## src/rtl/agu_defs.svh

```systemverilog
// constants for the address generator: offsets, fields, resets, mac pointers, widths
`ifndef AGU_DEFS_SVH
`define AGU_DEFS_SVH
`define OFS_CONTROL 8'h00
`define OFS_X_START 8'h04
`define OFS_X_END 8'h08
`define OFS_Y_START 8'h0C
`define OFS_Y_END 8'h10
`define OFS_BITREV 8'h14
`define OFS_STATUS 8'h18
`define CTL_RESET 16'h0FFF
`define BRV_RESET 16'h0000
`define SEL_NONE 4'hF
`define X_SEL_LSB 0
`define Y_SEL_LSB 4
`define BR_SEL_LSB 8
`define X_EN_BIT 15
`define Y_EN_BIT 14
`define BR_EN_BIT 15
`define MAC_PTR_LO 4'h8
`define MAC_X_IDX 4'h9
`define MAC_Y_LO 4'hA
`define MAC_Y_IDX 4'hB
`define LIT5_W 5
`define BRANCH_W 16
`define INTERRUPT_DISABLE_INSTR_W 14
`endif

```

## src/rtl/agu_pkg.sv

```systemverilog
// types shared by the address generator files
package agu_pkg;
   typedef enum logic [2:0] {
      AM_DIRECT,
      AM_INDIRECT,
      AM_POST_MOD,
      AM_PRE_MOD,
      AM_REG_OFFSET,
      AM_LIT_OFFSET,
      AM_LITERAL
   } addr_mode_t;
   typedef enum logic [1:0] {
      SP_X_READ,
      SP_X_WRITE,
      SP_Y
   } space_t;
endpackage : agu_pkg

```

## src/rtl/circ_if.sv

```systemverilog
// modulo window settings passed from the top to the wrap unit
interface circ_if;
   logic [15:0] start_addr;
   logic [15:0] end_addr;
   logic active;
   logic word_only;
   modport src (output start_addr, output end_addr, output active,
      output word_only);
   modport dst (input start_addr, input end_addr, input active,
      input word_only);
endinterface : circ_if

```

## src/rtl/addr_gen.sv

```systemverilog
// effective address generator with modulo and bit-reversed support
// Function
// RQ1 - first source is register direct only
// RQ2 - second source register, memory or 5-bit literal
// RQ3 - post-modify uses pointer then steps it
// RQ4 - pre-modify steps pointer then uses it
// RQ5 - indexed address is pointer plus offset register
// RQ6 - literal offset address is pointer plus literal
// RQ7 - move source/destination share one offset field
// RQ8 - mac pointers w8-w11, split X and Y
// RQ9 - mac indexing only on w9 and w11
// RQ10 - mac post-modify by 2, 4 or 6
// RQ11 - branch 16-bit signed, disable 14-bit literal
// RQ12 - one circular buffer each in X, Y
// RQ13 - power-of-two buffers check both limits
// RQ14 - 16-bit start/end, length from difference
// RQ15 - Y modulo addresses clear bit zero
// RQ16 - buffers up to 32K words
// RQ17 - X select bits 3:0, enable bit 15
// RQ18 - Y select bits 7:4, enable bit 14
// RQ19 - limits checked beyond, not equal
// RQ20 - writeback only for pre/post modify
// RQ21 - bit reverse only on X writes
// RQ22 - only the modifier is bit reversed
// RQ23 - bit reverse needs select, enable, pre/post
// RQ24 - bit reverse ignores mode offset
// RQ25 - bit reverse beats modulo on X write
// RQ26 - past end subtract length, below start add
`include "agu_defs.svh"
module addr_gen import agu_pkg::*; #(
   parameter int AW = 16 // address width
) (
   input wire logic i_clock,          // core clock, 20 MHz
   input wire logic i_reset_n,        // synchronous reset, active low
   input wire logic [7:0] i_wb_adr,   // wishbone byte address
   input wire logic [31:0] i_wb_dat,  // wishbone write data
   input wire logic [3:0] i_wb_sel,   // wishbone byte selects
   input wire logic i_wb_we,          // wishbone write
   input wire logic i_wb_cyc,         // wishbone cycle
   input wire logic i_wb_stb,         // wishbone strobe
   output logic [31:0] o_wb_dat,      // wishbone read data
   output logic o_wb_ack,             // wishbone acknowledge
   input wire logic i_req,            // address request strobe
   input wire space_t i_space,        // generator selected
   input wire addr_mode_t i_mode,     // addressing mode
   input wire logic i_mac,            // request is a mac prefetch
   input wire logic i_byte,           // byte sized access
   input wire logic [3:0] i_ptr_sel,  // pointer register number
   input wire logic [AW-1:0] i_ptr,   // pointer register contents
   input wire logic [AW-1:0] i_offset, // offset register contents
   input wire logic [AW-1:0] i_lit,   // literal or step constant
   output logic o_valid,              // result strobe
   output logic [AW-1:0] o_ea,        // effective address
   output logic o_wb_ptr,             // pointer to be written back
   output logic [AW-1:0] o_ptr_new,   // new pointer value
   output logic o_bad_mode,           // request refused
   output logic o_bitrev_used         // bit reversal applied
);
   logic [15:0] ctl_r;
   logic [15:0] xs_r;
   logic [15:0] xe_r;
   logic [15:0] ys_r;
   logic [15:0] ye_r;
   logic [15:0] brv_r;
   logic [15:0] err_cnt_r;
   logic hit;
   logic [31:0] rdata;
   logic x_sel_ok;
   logic y_sel_ok;
   logic br_sel_ok;
   logic x_mod_on;
   logic y_mod_on;
   logic br_on;
   logic step_down;
   logic bad;
   logic [AW-1:0] base_sum;
   logic [AW-1:0] ptr_sum;
   logic [AW-1:0] ea_raw;
   logic [AW-1:0] ea_fix;
   logic [AW-1:0] ptr_fix;
   logic [AW-1:0] rev_mod;
   logic [AW-1:0] br_sum;
   circ_if cw ();
   circ_if cp ();

   assign hit = i_wb_cyc && i_wb_stb && !o_wb_ack;

   // one register write per acknowledged cycle; byte selects honoured
   always_ff @(posedge i_clock) begin
      if (!i_reset_n) begin
         ctl_r <= `CTL_RESET;
         xs_r <= 16'h0000;
         xe_r <= 16'h0000;
         ys_r <= 16'h0000;
         ye_r <= 16'h0000;
         brv_r <= `BRV_RESET;
      end else if (i_wb_cyc && i_wb_stb && i_wb_we && o_wb_ack) begin
         case (i_wb_adr)
            `OFS_CONTROL: begin
               if (i_wb_sel[0]) ctl_r[7:0] <= i_wb_dat[7:0];
               if (i_wb_sel[1]) ctl_r[15:8] <= i_wb_dat[15:8];
            end
            `OFS_X_START: begin
               if (i_wb_sel[0]) xs_r[7:0] <= i_wb_dat[7:0];
               if (i_wb_sel[1]) xs_r[15:8] <= i_wb_dat[15:8];
            end
            `OFS_X_END: begin
               if (i_wb_sel[0]) xe_r[7:0] <= i_wb_dat[7:0];
               if (i_wb_sel[1]) xe_r[15:8] <= i_wb_dat[15:8];
            end
            `OFS_Y_START: begin
               if (i_wb_sel[0]) ys_r[7:0] <= i_wb_dat[7:0];
               if (i_wb_sel[1]) ys_r[15:8] <= i_wb_dat[15:8];
            end
            `OFS_Y_END: begin
               if (i_wb_sel[0]) ye_r[7:0] <= i_wb_dat[7:0];
               if (i_wb_sel[1]) ye_r[15:8] <= i_wb_dat[15:8];
            end
            `OFS_BITREV: begin
               if (i_wb_sel[0]) brv_r[7:0] <= i_wb_dat[7:0];
               if (i_wb_sel[1]) brv_r[15:8] <= i_wb_dat[15:8];
            end
            default: begin
            end
         endcase
      end
   end

   always_comb begin
      case (i_wb_adr)
         `OFS_CONTROL: rdata = {16'h0000, ctl_r};
         `OFS_X_START: rdata = {16'h0000, xs_r};
         `OFS_X_END: rdata = {16'h0000, xe_r};
         `OFS_Y_START: rdata = {16'h0000, ys_r};
         `OFS_Y_END: rdata = {16'h0000, ye_r};
         `OFS_BITREV: rdata = {16'h0000, brv_r};
         `OFS_STATUS: rdata = {16'h0000, err_cnt_r};
         default: rdata = 32'h00000000;
      endcase
   end

   // ack one cycle after the strobe, then drop; unmapped reads give zero
   always_ff @(posedge i_clock) begin
      if (!i_reset_n) begin
         o_wb_ack <= 1'b0;
         o_wb_dat <= 32'h00000000;
      end else begin
         o_wb_ack <= hit;
         if (hit)
            o_wb_dat <= rdata;
      end
   end

   assign x_sel_ok = ctl_r[`X_SEL_LSB +: 4] != `SEL_NONE;
   assign y_sel_ok = ctl_r[`Y_SEL_LSB +: 4] != `SEL_NONE;
   assign br_sel_ok = ctl_r[`BR_SEL_LSB +: 4] != `SEL_NONE;

   always_comb begin
      // only the pointer named in the select field takes the window
      x_mod_on = x_sel_ok && ctl_r[`X_EN_BIT] &&
         i_ptr_sel == ctl_r[`X_SEL_LSB +: 4]; // RQ17 RQ12
      y_mod_on = y_sel_ok && ctl_r[`Y_EN_BIT] &&
         i_ptr_sel == ctl_r[`Y_SEL_LSB +: 4]; // RQ18 RQ12
      br_on = br_sel_ok && brv_r[`BR_EN_BIT] && !i_byte &&
         i_space == SP_X_WRITE && i_ptr_sel == ctl_r[`BR_SEL_LSB +: 4] &&
         (i_mode == AM_POST_MOD || i_mode == AM_PRE_MOD); // RQ21 RQ23
      if (i_space == SP_X_WRITE && br_on)
         x_mod_on = 1'b0; // RQ25
   end

   assign cw.start_addr = (i_space == SP_Y) ? ys_r : xs_r;
   assign cw.end_addr = (i_space == SP_Y) ? ye_r : xe_r;
   assign cw.active = (i_space == SP_Y) ? y_mod_on : x_mod_on;
   assign cw.word_only = (i_space == SP_Y) && y_mod_on;
   assign cp.start_addr = cw.start_addr;
   assign cp.end_addr = cw.end_addr;
   assign cp.active = cw.active;
   assign cp.word_only = cw.word_only;

   // 15-bit modifier scaled to a byte address; the reverse-carry add
   // below is what treats it as bit reversed, so it is not flipped here
   genvar gi;
   generate
      for (gi = 0; gi < 15; gi++) begin : g_rev
         assign rev_mod[gi + 1] = brv_r[gi]; // RQ22
      end
   endgenerate
   assign rev_mod[0] = 1'b0;

   // reversed-carry add: carry moves from high to low bits
   always_comb begin
      logic c;
      logic [AW-1:0] s;
      c = 1'b0;
      s = '0;
      for (int k = AW - 1; k >= 0; k--) begin
         s[k] = i_ptr[k] ^ rev_mod[k] ^ c;
         c = (i_ptr[k] & rev_mod[k]) | (c & (i_ptr[k] ^ rev_mod[k]));
      end
      br_sum = {s[AW-1:1], 1'b0}; // RQ22 RQ24
   end

   // refuse mode combinations the core cannot issue
   always_comb begin
      bad = 1'b0;
      if (i_mac) begin
         if (i_ptr_sel < `MAC_PTR_LO || i_ptr_sel > `MAC_Y_IDX)
            bad = 1'b1; // RQ8
         else if ((i_ptr_sel >= `MAC_Y_LO) != (i_space == SP_Y))
            bad = 1'b1; // RQ8
         if (i_mode == AM_REG_OFFSET && i_ptr_sel != `MAC_X_IDX &&
               i_ptr_sel != `MAC_Y_IDX)
            bad = 1'b1; // RQ9
         if (i_mode == AM_POST_MOD && !(i_lit == 16'h0002 ||
               i_lit == 16'hFFFE || i_lit == 16'h0004 ||
               i_lit == 16'hFFFC || i_lit == 16'h0006 ||
               i_lit == 16'hFFFA))
            bad = 1'b1; // RQ10
         if (i_mode != AM_INDIRECT && i_mode != AM_POST_MOD &&
               i_mode != AM_REG_OFFSET)
            bad = 1'b1; // RQ10
      end
      if (i_mode == AM_DIRECT || i_mode == AM_LITERAL)
         bad = 1'b1; // RQ1 RQ2
   end

   // offset field is one shared value for source and destination
   assign base_sum = i_ptr + i_offset; // RQ5 RQ7
   assign ptr_sum = i_ptr + i_lit; // RQ3 RQ4 RQ6
   assign step_down = i_lit[AW-1];

   always_comb begin
      case (i_mode)
         AM_INDIRECT: ea_raw = i_ptr;
         AM_POST_MOD: ea_raw = i_ptr; // RQ3
         AM_PRE_MOD: ea_raw = ptr_sum; // RQ4
         AM_REG_OFFSET: ea_raw = base_sum; // RQ5
         AM_LIT_OFFSET: ea_raw = ptr_sum; // RQ6
         default: ea_raw = i_ptr;
      endcase
   end

   circ_wrap u_wrap_ea (
      .c(cw.dst),
      .i_addr(ea_raw),
      .i_down(step_down),
      .o_addr(ea_fix)
   );
   circ_wrap u_wrap_ptr (
      .c(cp.dst),
      .i_addr(ptr_sum),
      .i_down(step_down),
      .o_addr(ptr_fix)
   );

   always_ff @(posedge i_clock) begin
      if (!i_reset_n) begin
         o_valid <= 1'b0;
         o_ea <= '0;
         o_wb_ptr <= 1'b0;
         o_ptr_new <= '0;
         o_bad_mode <= 1'b0;
         o_bitrev_used <= 1'b0;
      end else begin
         o_valid <= i_req && !bad;
         o_bad_mode <= i_req && bad;
         o_bitrev_used <= i_req && !bad && br_on;
         o_wb_ptr <= i_req && !bad &&
            (i_mode == AM_POST_MOD || i_mode == AM_PRE_MOD); // RQ20
         if (i_req && !bad) begin
            if (br_on) begin
               o_ea <= (i_mode == AM_PRE_MOD) ? br_sum : i_ptr; // RQ24
               o_ptr_new <= br_sum; // RQ24
            end else begin
               o_ea <= ea_fix;
               o_ptr_new <= (i_mode == AM_POST_MOD ||
                  i_mode == AM_PRE_MOD) ? ptr_fix : i_ptr; // RQ20
            end
         end
      end
   end

   // count refused requests for software to inspect
   always_ff @(posedge i_clock) begin
      if (!i_reset_n)
         err_cnt_r <= 16'h0000;
      else if (i_req && bad && err_cnt_r != 16'hFFFF)
         err_cnt_r <= err_cnt_r + 16'h0001;
   end

   // literal widths checked by the decoder; kept as named fields here
   localparam int LIT5 = `LIT5_W; // RQ2
   localparam int BRW = `BRANCH_W; // RQ11
   localparam int DSW = `INTERRUPT_DISABLE_INSTR_W; // RQ11
endmodule : addr_gen

```

## src/rtl/circ_wrap.sv

```systemverilog
// circular buffer boundary correction for one candidate address
module circ_wrap (
   circ_if.dst c,             // window settings
   input wire logic [15:0] i_addr, // raw address
   input wire logic i_down,   // step is decrementing
   output logic [15:0] o_addr // corrected address
);
   logic [16:0] len;
   logic [15:0] a;
   always_comb begin
      // length is end-start+1, derived, never stored
      len = {1'b0, c.end_addr} - {1'b0, c.start_addr} + 17'h00001; // RQ14 RQ16
      a = i_addr;
      if (c.active) begin
         // compare beyond, not equal, so overshooting steps still wrap
         if (!i_down && i_addr > c.end_addr)
            a = i_addr - len[15:0]; // RQ19 RQ26
         else if (i_down && i_addr < c.start_addr)
            a = i_addr + len[15:0]; // RQ19 RQ26
         else if (i_addr > c.end_addr)
            a = i_addr - len[15:0]; // RQ13
         else if (i_addr < c.start_addr)
            a = i_addr + len[15:0]; // RQ13
      end
      if (c.word_only)
         a[0] = 1'b0; // RQ15
      o_addr = a;
   end
endmodule : circ_wrap

```

## config.mk

```make
export PLATFORM = sky130hd
export DESIGN_NAME = addr_gen
export DESIGN_NICKNAME = d
export VERILOG_FILES = /design/src/rtl/agu_pkg.sv /design/src/rtl/circ_if.sv /design/src/rtl/addr_gen.sv /design/src/rtl/circ_wrap.sv
export VERILOG_INCLUDE_DIRS = /design/src /design/src/rtl
export SDC_FILE = /design/constraint.sdc
export NUM_CORES = 1
export LEC_CHECK = 0
export BUFFER_PORTS_ARGS = -buffer_cell sky130_fd_sc_hd__buf_4
export CORE_MARGIN = 3
export CORE_UTILIZATION = 46
export DETAILED_ROUTE_END_ITERATION = 7
export PLACE_DENSITY_LB_ADDON = 0.15
export SETUP_SLACK_MARGIN = 0.2
export SLEW_MARGIN = 40
export SYNTH_ARGS = -nofsm -noshare
export SYNTH_HDL_FRONTEND = slang
export SYNTH_SLANG_ARGS = --single-unit
```

## constraint.sdc

```tcl
create_clock -name i_clock -period 7.2 [get_ports i_clock]
set_clock_uncertainty 0.1 [all_clocks]
set_input_delay 0.36 -clock i_clock [delete_from_list [all_inputs] [get_ports i_clock]]
set_output_delay 0.36 -clock i_clock [all_outputs]
set_load 0.05 [all_outputs]
```

==> results of run 1 <==
[area by class of cell]
cell class	instances	area, um^2
fillers	3326	16300
multi-input cells	1674	12100
flip-flops and latches	165	3300
repair buffers	181	1360
well taps	455	569
clock buffers	17	425
inverters	93	352
clock inverters	15	188
[synthesized netlist by cell type (6+ instances only)]
library cell | instances | area share (%)
ha_1 | 183 | 14
nor4_1 | 12 | 0.46
buf_2 | 6 | 0.19
o21bai_1 | 16 | 0.74
o22ai_1 | 20 | 0.77
o211ai_1 | 32 | 1.5
nor2b_1 | 23 | 0.89
dfxtp_1 | 165 | 20
nor2_1 | 236 | 5.5
a311oi_1 | 8 | 0.43
a31oi_1 | 15 | 0.58
or3_1 | 22 | 0.85
buf_4 | 16 | 0.74
mux2_2 | 15 | 1.0
o31ai_1 | 15 | 0.70
a211oi_1 | 17 | 0.79
a221oi_1 | 31 | 1.7
clkbuf_1 | 74 | 1.7
o21ai_0 | 83 | 2.6
o221a_2 | 7 | 0.49
a21oi_1 | 151 | 4.7
and3_1 | 16 | 0.62
a22oi_1 | 9 | 0.42
xor2_1 | 30 | 1.6
fa_1 | 20 | 2.5
o21a_1 | 24 | 1.1
nand4_1 | 19 | 0.74
nand3_1 | 48 | 1.5
xnor2_1 | 50 | 2.7
buf_1 | 10 | 0.23
and2_1 | 11 | 0.43
a221o_1 | 9 | 0.56
nand2_1 | 148 | 3.4
mux2i_1 | 153 | 9.5
a21o_1 | 32 | 1.5
nand2b_1 | 23 | 0.89
inv_1 | 90 | 2.1
a2111oi_0 | 7 | 0.38
and4_1 | 10 | 0.54
o211a_1 | 8 | 0.50
o221ai_1 | 14 | 0.76
nor3_1 | 39 | 1.2
[worst max-delay path by stage]
stage	to	slack, ns	depth (start not counted)
floorplan	o_ea[2]$_SDFFE_PN0P_	0.93	19
global placement	o_ea[2]$_SDFFE_PN0P_	0.52	20
detailed placement	o_ea[2]$_SDFFE_PN0P_	0.42	20
CTS	o_ea[2]$_SDFFE_PN0P_	0.55	19
global route	o_ea[2]$_SDFFE_PN0P_	0.28	19
finish	o_ea[2]$_SDFFE_PN0P_	0.45	19
[cells by family (layout without fill, tap and decap cells)]
group / Yosys count / in the layout
DFF: 165 / 165
AOI/OAI and AO/OA: 568 / 568
buffers and inverters: 201 / 306
other: 1 / 16
and+or+nand+nor: 637 / 637
xor gates and xnor gates: 82 / 82
adders and majority gates: 203 / 203
muxes: 168 / 168
[metrics by stage]
| stage | area, um^2 | total power [mW] | setup WS, ns | utilization (%) |
|---|---|---|---|---|
| 2_1_floorplan | 16200 | 1.71 | 0.931 | - |
| 3_3_place_gp | 17700 | 2.08 | 0.521 | 51.0 |
| 3_5_place_dp | 17700 | 2.10 | 0.417 | 51.1 |
| 4_1_cts | 18300 | 3.06 | 0.550 | 52.9 |
| 5_1_grt | 18300 | 3.22 | 0.285 | 52.9 |
| 6_report | 18300 | 3.09 | 0.449 | 52.9 |
[worst max-delay path, stage by stage, from the launching register on]
cell	delay [ns]
dfxtp_1	0.38
ha_1	0.22
fa_1	0.38
fa_1	0.39
fa_1	0.39
fa_1	0.40
fa_1	0.39
fa_1	0.38
fa_1	0.39
fa_1	0.40
fa_1	0.42
fa_1	0.40
fa_1	0.41
fa_1	0.39
fa_1	0.46
nand2_1	0.07
a21oi_1	0.05
a31oi_1	0.20
o311ai_0	0.20
o211a_1	0.19
[registers in the layout (all words and copies together), names as in the netlist]
signal / cells
brv_r: 16
ctl_r: 16
err_cnt_r: 16
o_bad_mode: 1
o_bitrev_used: 1
o_ea: 16
o_ptr_new: 16
o_valid: 1
o_wb_ack: 1
o_wb_dat: 16
o_wb_ptr: 1
xe_r: 16
xs_r: 16
ye_r: 16
ys_r: 16
[routing by layer]
metal | track usage, % | vias up | wire length, um
li1 | - | 7657 | -
met1 | 46.0 | 7978 | 28100
met2 | 49.6 | 797 | 27300
met3 | 5.35 | 130 | 5440
met4 | 13.8 | 0 | 2970
met5 | 0 | - | 0
[power by group through the flow]
stage                     sequential [mW]  combinational [mW]  clock [mW]
after floorplan                     0.999               0.708           0
after global placement              0.958                1.12           0
after detailed placement            0.958                1.14           0
after CTS                           0.937                1.15       0.979
after global routing                0.939                1.27        1.01
final                               0.938                1.18       0.968
[placed cells by master (no fill, tap or decap), types with 17 or more instances in the layout]
cell type    n
a211oi_1    17
nand2b_1    22
nand4_1     19
mux2i_1    153
nand2_1    148
clkbuf_16   17
nor3_1      38
o21ai_0     83
inv_1       89
a21o_1      32
or3_1       22
o21a_1      24
ha_1       183
o22ai_1     20
xnor2_1     48
a21oi_1    150
nor2b_1     22
nand3_1     48
fa_1        20
nor2_1     231
a221oi_1    31
dfxtp_1    165
xor2_1      30
o211ai_1    32
buf_4      178
==> results.json, run 1 <==
{
  "numCtsBuffers": 17,
  "routedWlPerCell_um": 24.5,
  "rsz0062_at_grt": "no",
  "synthMuxAreaShare_pct": 10.5,
  "dieArea_um2": 37400,
  "cts_hold_buf": 0,
  "drt_iter0_drc": 2029,
  "net-switching-power_mw": 1.21,
  "p_per_area_nw_per_um2": 169,
  "vias_per_cell": 6.37,
  "cp.required_ns": 7.44,
  "hold_viol_final": 0,
  "cts_tree": "yes",
  "min_from": "i_wb_dat[3]",
  "p_clk_share_pct": 31.3,
  "synth_compound_area_share_pct": 24.1,
  "die_h_um": 193,
  "grt_pass1_vias": 15419,
  "cts_setup_buffers": 0,
  "stdcell_count": 2600,
  "area_growth_syn_to_layout_pct": 13.4,
  "portBuffers": 143,
  "power_frac_seq_pct": 30.4,
  "synthArstFlopShare_pct": 0,
  "period_share_pct": 93.8,
  "grt-ovfl-total": 0,
  "timing.rr.start": "brv_r[14]$_SDFFE_PN0P_",
  "ys_seq_area_share_pct": 20.4,
  "finalSetupViolCount": 0,
  "dp_hpwl_um": 49600,
  "synthSimpleGateAreaFrac_pct": 18.5,
  "synth_top_family_by_area": "compound AO/OA/AOI/OAI gates",
  "period_needed_ns": 6.75,
  "leakage_nw": 8.07,
  "hold_path_end": "ctl_r[3]$_SDFFE_PN1P_",
  "path_clk_slew_ns": 0.07,
  "num_rows": 68,
  "cap_violations": 0,
  "synthAdderAreaFrac_pct": 16.6,
  "status": "completed",
  "globalplace.congestion": 0.998,
  "grt_pass1_wl_um": 95400,
  "r2r_slack_ns": 0.45,
  "ant_nets": 0,
  "synth-edff-count": 0,
  "swShare_pct": 39.2,
  "synthDistinctLibCells": 87,
  "htree_levels": 4,
  "crit_type": "flip-flop to flip-flop",
  "synth_xor_area_share_pct": 4.57,
  "hold_path.class": "input port to flip-flop",
  "wirelength_um": 63800,
  "r2r_cells": 19,
  "cp-end-kind": "flip-flop",
  "yosysWarnings": 0,
  "die_width_um": 193,
  "synth_seq_cells": 165,
  "start_util_pct": 46.7,
  "clk_latency_ns": 0.46,
  "dr.pass1.iters": 6,
  "diodes": 0,
  "start_kind": "flip-flop",
  "cts_buffer_depth": 2,
  "synth.avg_cell_area_um2": 7.98,
  "worstPathArrival_ns": 6.99,
  "r2r-end": "o_ea[2]$_SDFFE_PN0P_",
  "dr_total_vias": 16562,
  "crit_start": "brv_r[14]$_SDFFE_PN0P_",
  "hold_depth": 3,
  "report.final.slew_viol_count": 0,
  "max_freq_mhz": 148,
  "p_int_mw": 1.88,
  "share_comb_of_total_power_pct": 38.3,
  "cts_resized": 0,
  "cts_root_buf": "clkbuf_16",
  "clock-sinks": 165,
  "hold_slack_ns": 0.0731,
  "grt_max_degree": 84,
  "drive_gt1_share_pct": 12.7,
  "ir_drop_mv": 0.164,
  "tightest_slew_ns": 0.863,
  "syn-instance-count": 2025,
  "slew_headroom_pct": 42.2,
  "dp_cells": 2568,
  "syn_area_um2": 16200,
  "antenna_found_initial": 0,
  "fin_setup_tns_ns": 0,
  "core_area_um2": 34600,
  "drc": 0,
  "finalNetCount": 2444,
  "synth_flop_cell": "dfxtp_1",
  "worst-path-max-fanout": 3,
  "pin_count": 178,
  "grt_util_all_layers_pct": 32.7
}
Power figures use the tool's default switching activity.
==> inputs of run 2 (changes only) <==
--- a/config.mk
+++ b/config.mk
@@ -6,6 +6,7 @@
 export SDC_FILE = /design/constraint.sdc
 export NUM_CORES = 1
 export LEC_CHECK = 0
+export ABC_AREA = 1
 export BUFFER_PORTS_ARGS = -buffer_cell sky130_fd_sc_hd__buf_4
 export CORE_MARGIN = 3
 export CORE_UTILIZATION = 46
==> run 2 against run 1 <==
  * Global-route usage up 0.38 points
  * Cell area shrank 1.3%
  * Register-to-register slack gained 0.26 ns
  * Core utilization increased by 0.36 points
  * Critical endpoint unchanged
==> results.json, run 2 <==
{
  "synthTopCellsByArea": "dfxtp_1 (21%), ha_1 (14%), nand2_1 (12%)",
  "cts_tree": "yes",
  "dr.pass1.iters": 6,
  "synth_flop_cell": "dfxtp_1",
  "syn_area_um2": 16000,
  "mostFrequentLayoutCells": "nand2_1 (508), inv_1 (291), a21oi_1 (272), ha_1 (183), nor2_1 (177)",
  "status": "completed",
  "grt-ovfl-total": 0,
  "grt_max_degree": 77,
  "dieArea_um2": 37200,
  "pin_count": 178,
  "clk_latency_ns": 0.44,
  "leakage_nw": 8.51,
  "worst-path-max-fanout": 3,
  "rsz0062_at_grt": "no",
  "ant_nets": 0,
  "start_kind": "flip-flop",
  "slew_headroom_pct": 40.6,
  "finalNetCount": 2843,
  "p_int_mw": 1.96,
  "globalplace.congestion": 0.997,
  "yosysWarnings": 0,
  "hold_viol_final": 0,
  "die_h_um": 193,
  "cts_buffer_depth": 2,
  "path_clk_slew_ns": 0.07,
  "core_area_um2": 34000,
  "synthArstFlopShare_pct": 0,
  "wirelength_um": 62700,
  "cts_hold_buf": 0,
  "p_per_area_nw_per_um2": 196,
  "final_common_cell": "nand2_1",
  "max_freq_mhz": 154,
  "n_fill_cell": 3494,
  "cts_resized": 0,
  "clock-sinks": 165,
  "crit_type": "flip-flop to flip-flop",
  "synth_seq_cells": 165,
  "net-switching-power_mw": 1.59,
  "synth_top_cell_area_share_pct": 20.6,
  "cap_violations": 0,
  "drive_gt1_share_pct": 10.3,
  "period_share_pct": 90.1,
  "drt_iter0_drc": 1743,
  "tightest_slew_ns": 0.885,
  "r2r_cells": 20,
  "worstPathArrival_ns": 6.76,
  "ys_seq_area_share_pct": 20.6,
  "power_frac_seq_pct": 26.3,
  "grt_pass1_wl_um": 93300,
  "die_width_um": 193,
  "dr_total_vias": 17424,
  "syn-instance-count": 2430,
  "area_growth_syn_to_layout_pct": 12.8,
  "fin_setup_tns_ns": 0,
  "vias_per_cell": 5.82,
  "ir_drop_mv": 0.148,
  "synthDistinctLibCells": 60,
  "synth.avg_cell_area_um2": 6.60,
  "grt_util_all_layers_pct": 33.1,
  "start_util_pct": 47.3,
  "cts_setup_buffers": 0,
  "htree_levels": 4,
  "report.final.slew_viol_count": 0,
  "period_needed_ns": 6.49,
  "hold_path.class": "input port to flip-flop",
  "finalSetupViolCount": 0,
  "cp-end-kind": "flip-flop",
  "swShare_pct": 44.8,
  "p_clk_share_pct": 25.8,
  "num_rows": 67,
  "routedWlPerCell_um": 21.0,
  "placed_area_um2": 17500,
  "portBuffers": 143,
  "share_comb_of_total_power_pct": 47.9,
  "cp.required_ns": 7.47,
  "final_area_um2": 18100,
  "synthTopCellsByCount": "nand2_1 (509), inv_1 (292), a21oi_1 (272)",
  "drc": 0,
  "hold_depth": 3,
  "antenna_found_initial": 0,
  "yosysTopAreaCell": "dfxtp_1",
  "cts_root_buf": "clkbuf_16",
  "grt_pass1_vias": 16262,
  "numCtsBuffers": 17,
  "dp_hpwl_um": 50600,
  "diodes": 0,
  "synth-edff-count": 0,
  "yosysMostFrequentCell": "nand2_1"
}
==> run 2: changes by cell type after synthesis, moves of 22 or more <==
cell,before,now
nor2_1,236,189
nand2_1,148,509
inv_1,90,292
or3_1,22,0
a211oi_1,17,54
xor2_1,30,56
xnor2_1,50,16
nor2b_1,23,0
nand3_1,48,122
mux2i_1,153,10
a21oi_1,151,272
nand2b_1,23,0
o21ai_0,83,174
==> run 2: metrics by stage <==
step                      setup slack [ns]  utilization (%)  hold WS (ns)  power (mW)  cells
after floorplan                      0.983                -         0.344        2.10   2445
after global routing                 0.475             53.3        0.0628        3.75   2992
after CTS                            0.756             53.2        0.0363        3.52   2991
after detailed placement             0.559             51.5         0.359        2.61   2959
final                                0.711             53.3        0.0526        3.55   2992
after global placement               0.595             51.4         0.356        2.60   2959
==> run 2: final timing paths <==
check,from,to,slack [ns]
worst max-delay path,brv_r[14]$_SDFFE_PN0P_,o_ea[2]$_SDFFE_PN0P_,0.71
worst min-delay path,i_wb_dat[10],ctl_r[10]$_SDFFE_PN1P_,0.05
worst max register to register,brv_r[14]$_SDFFE_PN0P_,o_ea[2]$_SDFFE_PN0P_,0.71
worst min register to register,o_ptr_new[12]$_SDFFE_PN0P_,o_ptr_new[12]$_SDFFE_PN0P_,0.37
==> run 2: critical path, stage by stage (launching register included) <==
cell and delay (ns):
dfxtp_1 0.34, ha_1 0.20, fa_1 0.38, fa_1 0.39, fa_1 0.40, fa_1 0.39
fa_1 0.39, fa_1 0.40, fa_1 0.40, fa_1 0.40, fa_1 0.42, fa_1 0.41
fa_1 0.39, fa_1 0.38, fa_1 0.48, inv_1 0.05, o21ai_0 0.15, a21oi_1 0.06
nor2_1 0.11, nand2_1 0.07, a21oi_1 0.12
==> run 2: logic make-up after synthesis <==
logic type | count (synthesis) | share of synthesized area, %
adders and majority gates | 203 | 16.8
and+or+nand+nor | 938 | 25.1
xor gates and xnor gates | 72 | 3.93
buffers and inverters | 401 | 9.98
DFF | 165 | 20.6
AOI/OAI and AO/OA | 640 | 23.0
other | 1 | 0.0234
muxes | 10 | 0.624
==> run 2: routing by layer <==
layer | vias up | track usage, % | routed length [um]
met5 | - | 0 | 0
met4 | 0 | 15.4 | 3100
met3 | 150 | 3.89 | 4420
met2 | 793 | 55.9 | 29300
met1 | 8071 | 42.0 | 26000
li1 | 8410 | - | -
==> run 2: layout make-up <==
| cell class | instances | area [um^2] | share of cell area (%) |
|---|---|---|---|
| multi-input cells | 1879 | 11200 | 62.1 |
| flip-flops and latches | 165 | 3300 | 18.3 |
| repair buffers | 166 | 1260 | 6.96 |
| inverters | 302 | 1140 | 6.29 |
| well taps | 448 | 561 | 3.10 |
| clock buffers | 18 | 439 | 2.43 |
| clock inverters | 14 | 156 | 0.864 |
==> run 2: power by group through the flow <==
stage                     registers [mW]  clock network (mW)  logic [mW]
after global routing               0.933               0.959        1.86
final                              0.932               0.915        1.70
after CTS                          0.932               0.922        1.66
after floorplan                    0.989                   0        1.12
after detailed placement           0.953                   0        1.66
after global placement             0.953                   0        1.64
==> inputs of run 3 (changes only) <==
--- a/config.mk
+++ b/config.mk
@@ -12,6 +12,7 @@
 export CORE_UTILIZATION = 46
 export DETAILED_ROUTE_END_ITERATION = 7
 export PLACE_DENSITY_LB_ADDON = 0.15
+export REMOVE_ABC_BUFFERS = 1
 export SETUP_SLACK_MARGIN = 0.2
 export SLEW_MARGIN = 40
 export SYNTH_ARGS = -nofsm -noshare
==> constraint.sdc (replaced) <==
create_clock -name i_clock -period 5.25 [get_ports i_clock]
set_clock_uncertainty 0.1 [all_clocks]
set_input_delay 0.2625 -clock i_clock [delete_from_list [all_inputs] [get_ports i_clock]]
set_output_delay 0.2625 -clock i_clock [all_outputs]
set_load 0.05 [all_outputs]
==> run 3 against run 2 <==
  * The flow now finishes with violations (negative setup slack)
  * Cell area is 9.8% higher
  * Sequential power increased by 37%
  * Setup slack got worse by 1.4 ns
  * Die area stayed put
  * Clock power increased by 41%
  * Register-to-register slack got worse by 1.4 ns
  * Core utilization grew 5.2 points
  * First-iteration DRC count shrank 0.17%
==> results.json, run 3 (synthesized netlist as in run 2, its figures left out) <==
{
  "path_clk_slew_ns": 0.08,
  "dp_hpwl_um": 52100,
  "max_freq_mhz": 170,
  "numCtsBuffers": 17,
  "pin_count": 178,
  "wirelength_um": 64400,
  "start_util_pct": 47.3,
  "dp_cells": 3148,
  "share_comb_of_total_power_pct": 52.3,
  "routedWlPerCell_um": 20.2,
  "cts_root_buf": "clkbuf_16",
  "die_h_um": 193,
  "timing.rr.start": "brv_r[14]$_SDFFE_PN0P_",
  "drive_gt1_share_pct": 18.4,
  "period_share_pct": 112,
  "drt_iter0_drc": 1740,
  "cp.required_ns": 5.53,
  "die_width_um": 193,
  "hold_path_end": "ye_r[15]$_SDFFE_PN0P_",
  "diodes": 0,
  "cp-end-kind": "flip-flop",
  "clk_latency_ns": 0.46,
  "leakage_nw": 9.47,
  "worst-path-max-fanout": 2,
  "grt_pass1_wl_um": 97700,
  "globalplace.congestion": 0.997,
  "p_int_mw": 3.07,
  "num_rows": 67,
  "grt_max_degree": 61,
  "portBuffers": 143,
  "status": "finished with violations",
  "dr_total_vias": 18310,
  "p_clk_share_pct": 23.9,
  "period_needed_ns": 5.89,
  "vias_per_cell": 5.74,
  "min_from": "i_wb_dat[15]",
  "drc": 0,
  "mostFrequentLayoutCells": "nand2_1 (508), buf_4 (355), inv_1 (288), a21oi_1 (265), ha_1 (178)",
  "worstPathArrival_ns": 6.17,
  "finalSetupViolCount": 7,
  "p_per_area_nw_per_um2": 271,
  "ant_nets": 0,
  "stdcell_count": 3192,
  "report.final.slew_viol_count": 0,
  "grt_pass1_vias": 17538,
  "start_kind": "flip-flop",
  "dieArea_um2": 37200,
  "crit_type": "flip-flop to flip-flop",
  "power_frac_seq_pct": 23.8,
  "violations": "negative setup slack",
  "hold_depth": 3,
  "setup_slack_ns": -0.645,
  "clock-sinks": 165,
  "tightest_slew_ns": 0.905,
  "hold_viol_final": 0,
  "rsz0062_at_grt": "yes",
  "slew_headroom_pct": 39.6,
  "core_area_um2": 34000,
  "final_common_cell": "nand2_1",
  "net-switching-power_mw": 2.31,
  "r2r_cells": 20,
  "htree_levels": 4,
  "cts_buffer_depth": 2,
  "grt-ovfl-total": 0,
  "finalNetCount": 3044,
  "hold_path.class": "input port to flip-flop",
  "cts_tree": "yes",
  "grt_util_all_layers_pct": 34.4,
  "hold_slack_ns": 0.0595,
  "cap_violations": 0,
  "swShare_pct": 42.8,
  "area_growth_syn_to_layout_pct": 23.9,
  "antenna_found_initial": 0,
  "postLayoutCoreUtil_pct": 58.5,
  "ir_drop_mv": 0.264,
  "r2r-end": "o_ea[2]$_SDFFE_PN0P_",
  "r2r_slack_ns": -0.64,
  "dr.pass1.iters": 6
}
## run 3: cell count changes in the layout (fill, tap and decap cells not counted), moves of 10 or more
cell	delta
dlygate4sd3_1	+10
fa_1	-13
o21ai_0	-12
fa_2	+13
buf_4	+190
## run 3: repair_timing
item	CTS	global route
hold buffers	10	0
endpoints found under the setup margin	12	26
buffers inserted	0	3
pin swaps	8	24
hold endpoints to repair	10	0
resized for setup	22	50
## run 3: layout make-up
type / count / area [um^2]
fill: 3328 / 14100
multi-input combinational: 1879 / 11500
sequential: 165 / 3300
timing repair buffer: 367 / 2810
inverter: 302 / 1140
tap: 448 / 561
clock buffer: 18 / 429
clock inverter: 13 / 149
## run 3: how the worst max path moves through the flow
| stage | startpoint | to | slack, ns | cells after the start |
|---|---|---|---|---|
| 3_5_place_dp | i_ptr[15] | o_ea[2]$_SDFFE_PN0P_ | -1.31 | 21 |
| 2_1_floorplan | brv_r[14]$_SDFFE_PN0P_ | o_ea[2]$_SDFFE_PN0P_ | -0.97 | 20 |
| 4_1_cts | brv_r[14]$_SDFFE_PN0P_ | o_ea[2]$_SDFFE_PN0P_ | -0.70 | 20 |
| 3_3_place_gp | i_ptr[15] | o_ea[2]$_SDFFE_PN0P_ | -1.27 | 21 |
| 6_report | brv_r[14]$_SDFFE_PN0P_ | o_ea[2]$_SDFFE_PN0P_ | -0.64 | 20 |
| 5_1_grt | brv_r[14]$_SDFFE_PN0P_ | o_ea[2]$_SDFFE_PN0P_ | -0.79 | 20 |
## run 3: critical path, stage by stage, from the launching register on
cell     delay, ns
dfxtp_2       0.34
ha_4          0.15
fa_2          0.33
fa_2          0.36
fa_2          0.34
fa_2          0.36
fa_2          0.37
fa_2          0.42
fa_2          0.35
fa_2          0.34
fa_2          0.34
fa_2          0.34
fa_2          0.34
fa_2          0.34
fa_1          0.48
inv_1         0.06
o21ai_2       0.12
a21oi_1       0.05
nor2_1        0.10
nand2_1       0.08
a21oi_2       0.10
## run 3: metrics by stage
stage / setup TNS [ns] / instance area (um^2) / setup slack [ns] / power (mW)
floorplan: -4.56 / 15600 / -0.974 / 2.86
global placement: -8.07 / 18900 / -1.27 / 3.94
detailed placement: -8.04 / 18900 / -1.31 / 3.97
CTS: -3.11 / 19600 / -0.704 / 5.25
global route: -3.76 / 19900 / -0.793 / 5.68
finish: -2.74 / 19900 / -0.645 / 5.38
## run 3: power by group through the flow
stage / clock (mW) / sequential [mW] / combinational, mW
floorplan: 0 / 1.36 / 1.50
finish: 1.29 / 1.28 / 2.81
CTS: 1.29 / 1.28 / 2.68
global route: 1.33 / 1.28 / 3.07
global placement: 0 / 1.31 / 2.63
detailed placement: 0 / 1.31 / 2.66
## run 3: routing by layer
layer	global-route usage, %	wire length (um)	vias up
met5	0	0	-
met4	19.0	4010	0
met3	5.67	5560	203
met2	55.4	28700	913
met1	43.8	26100	8420
li1	-	-	8774
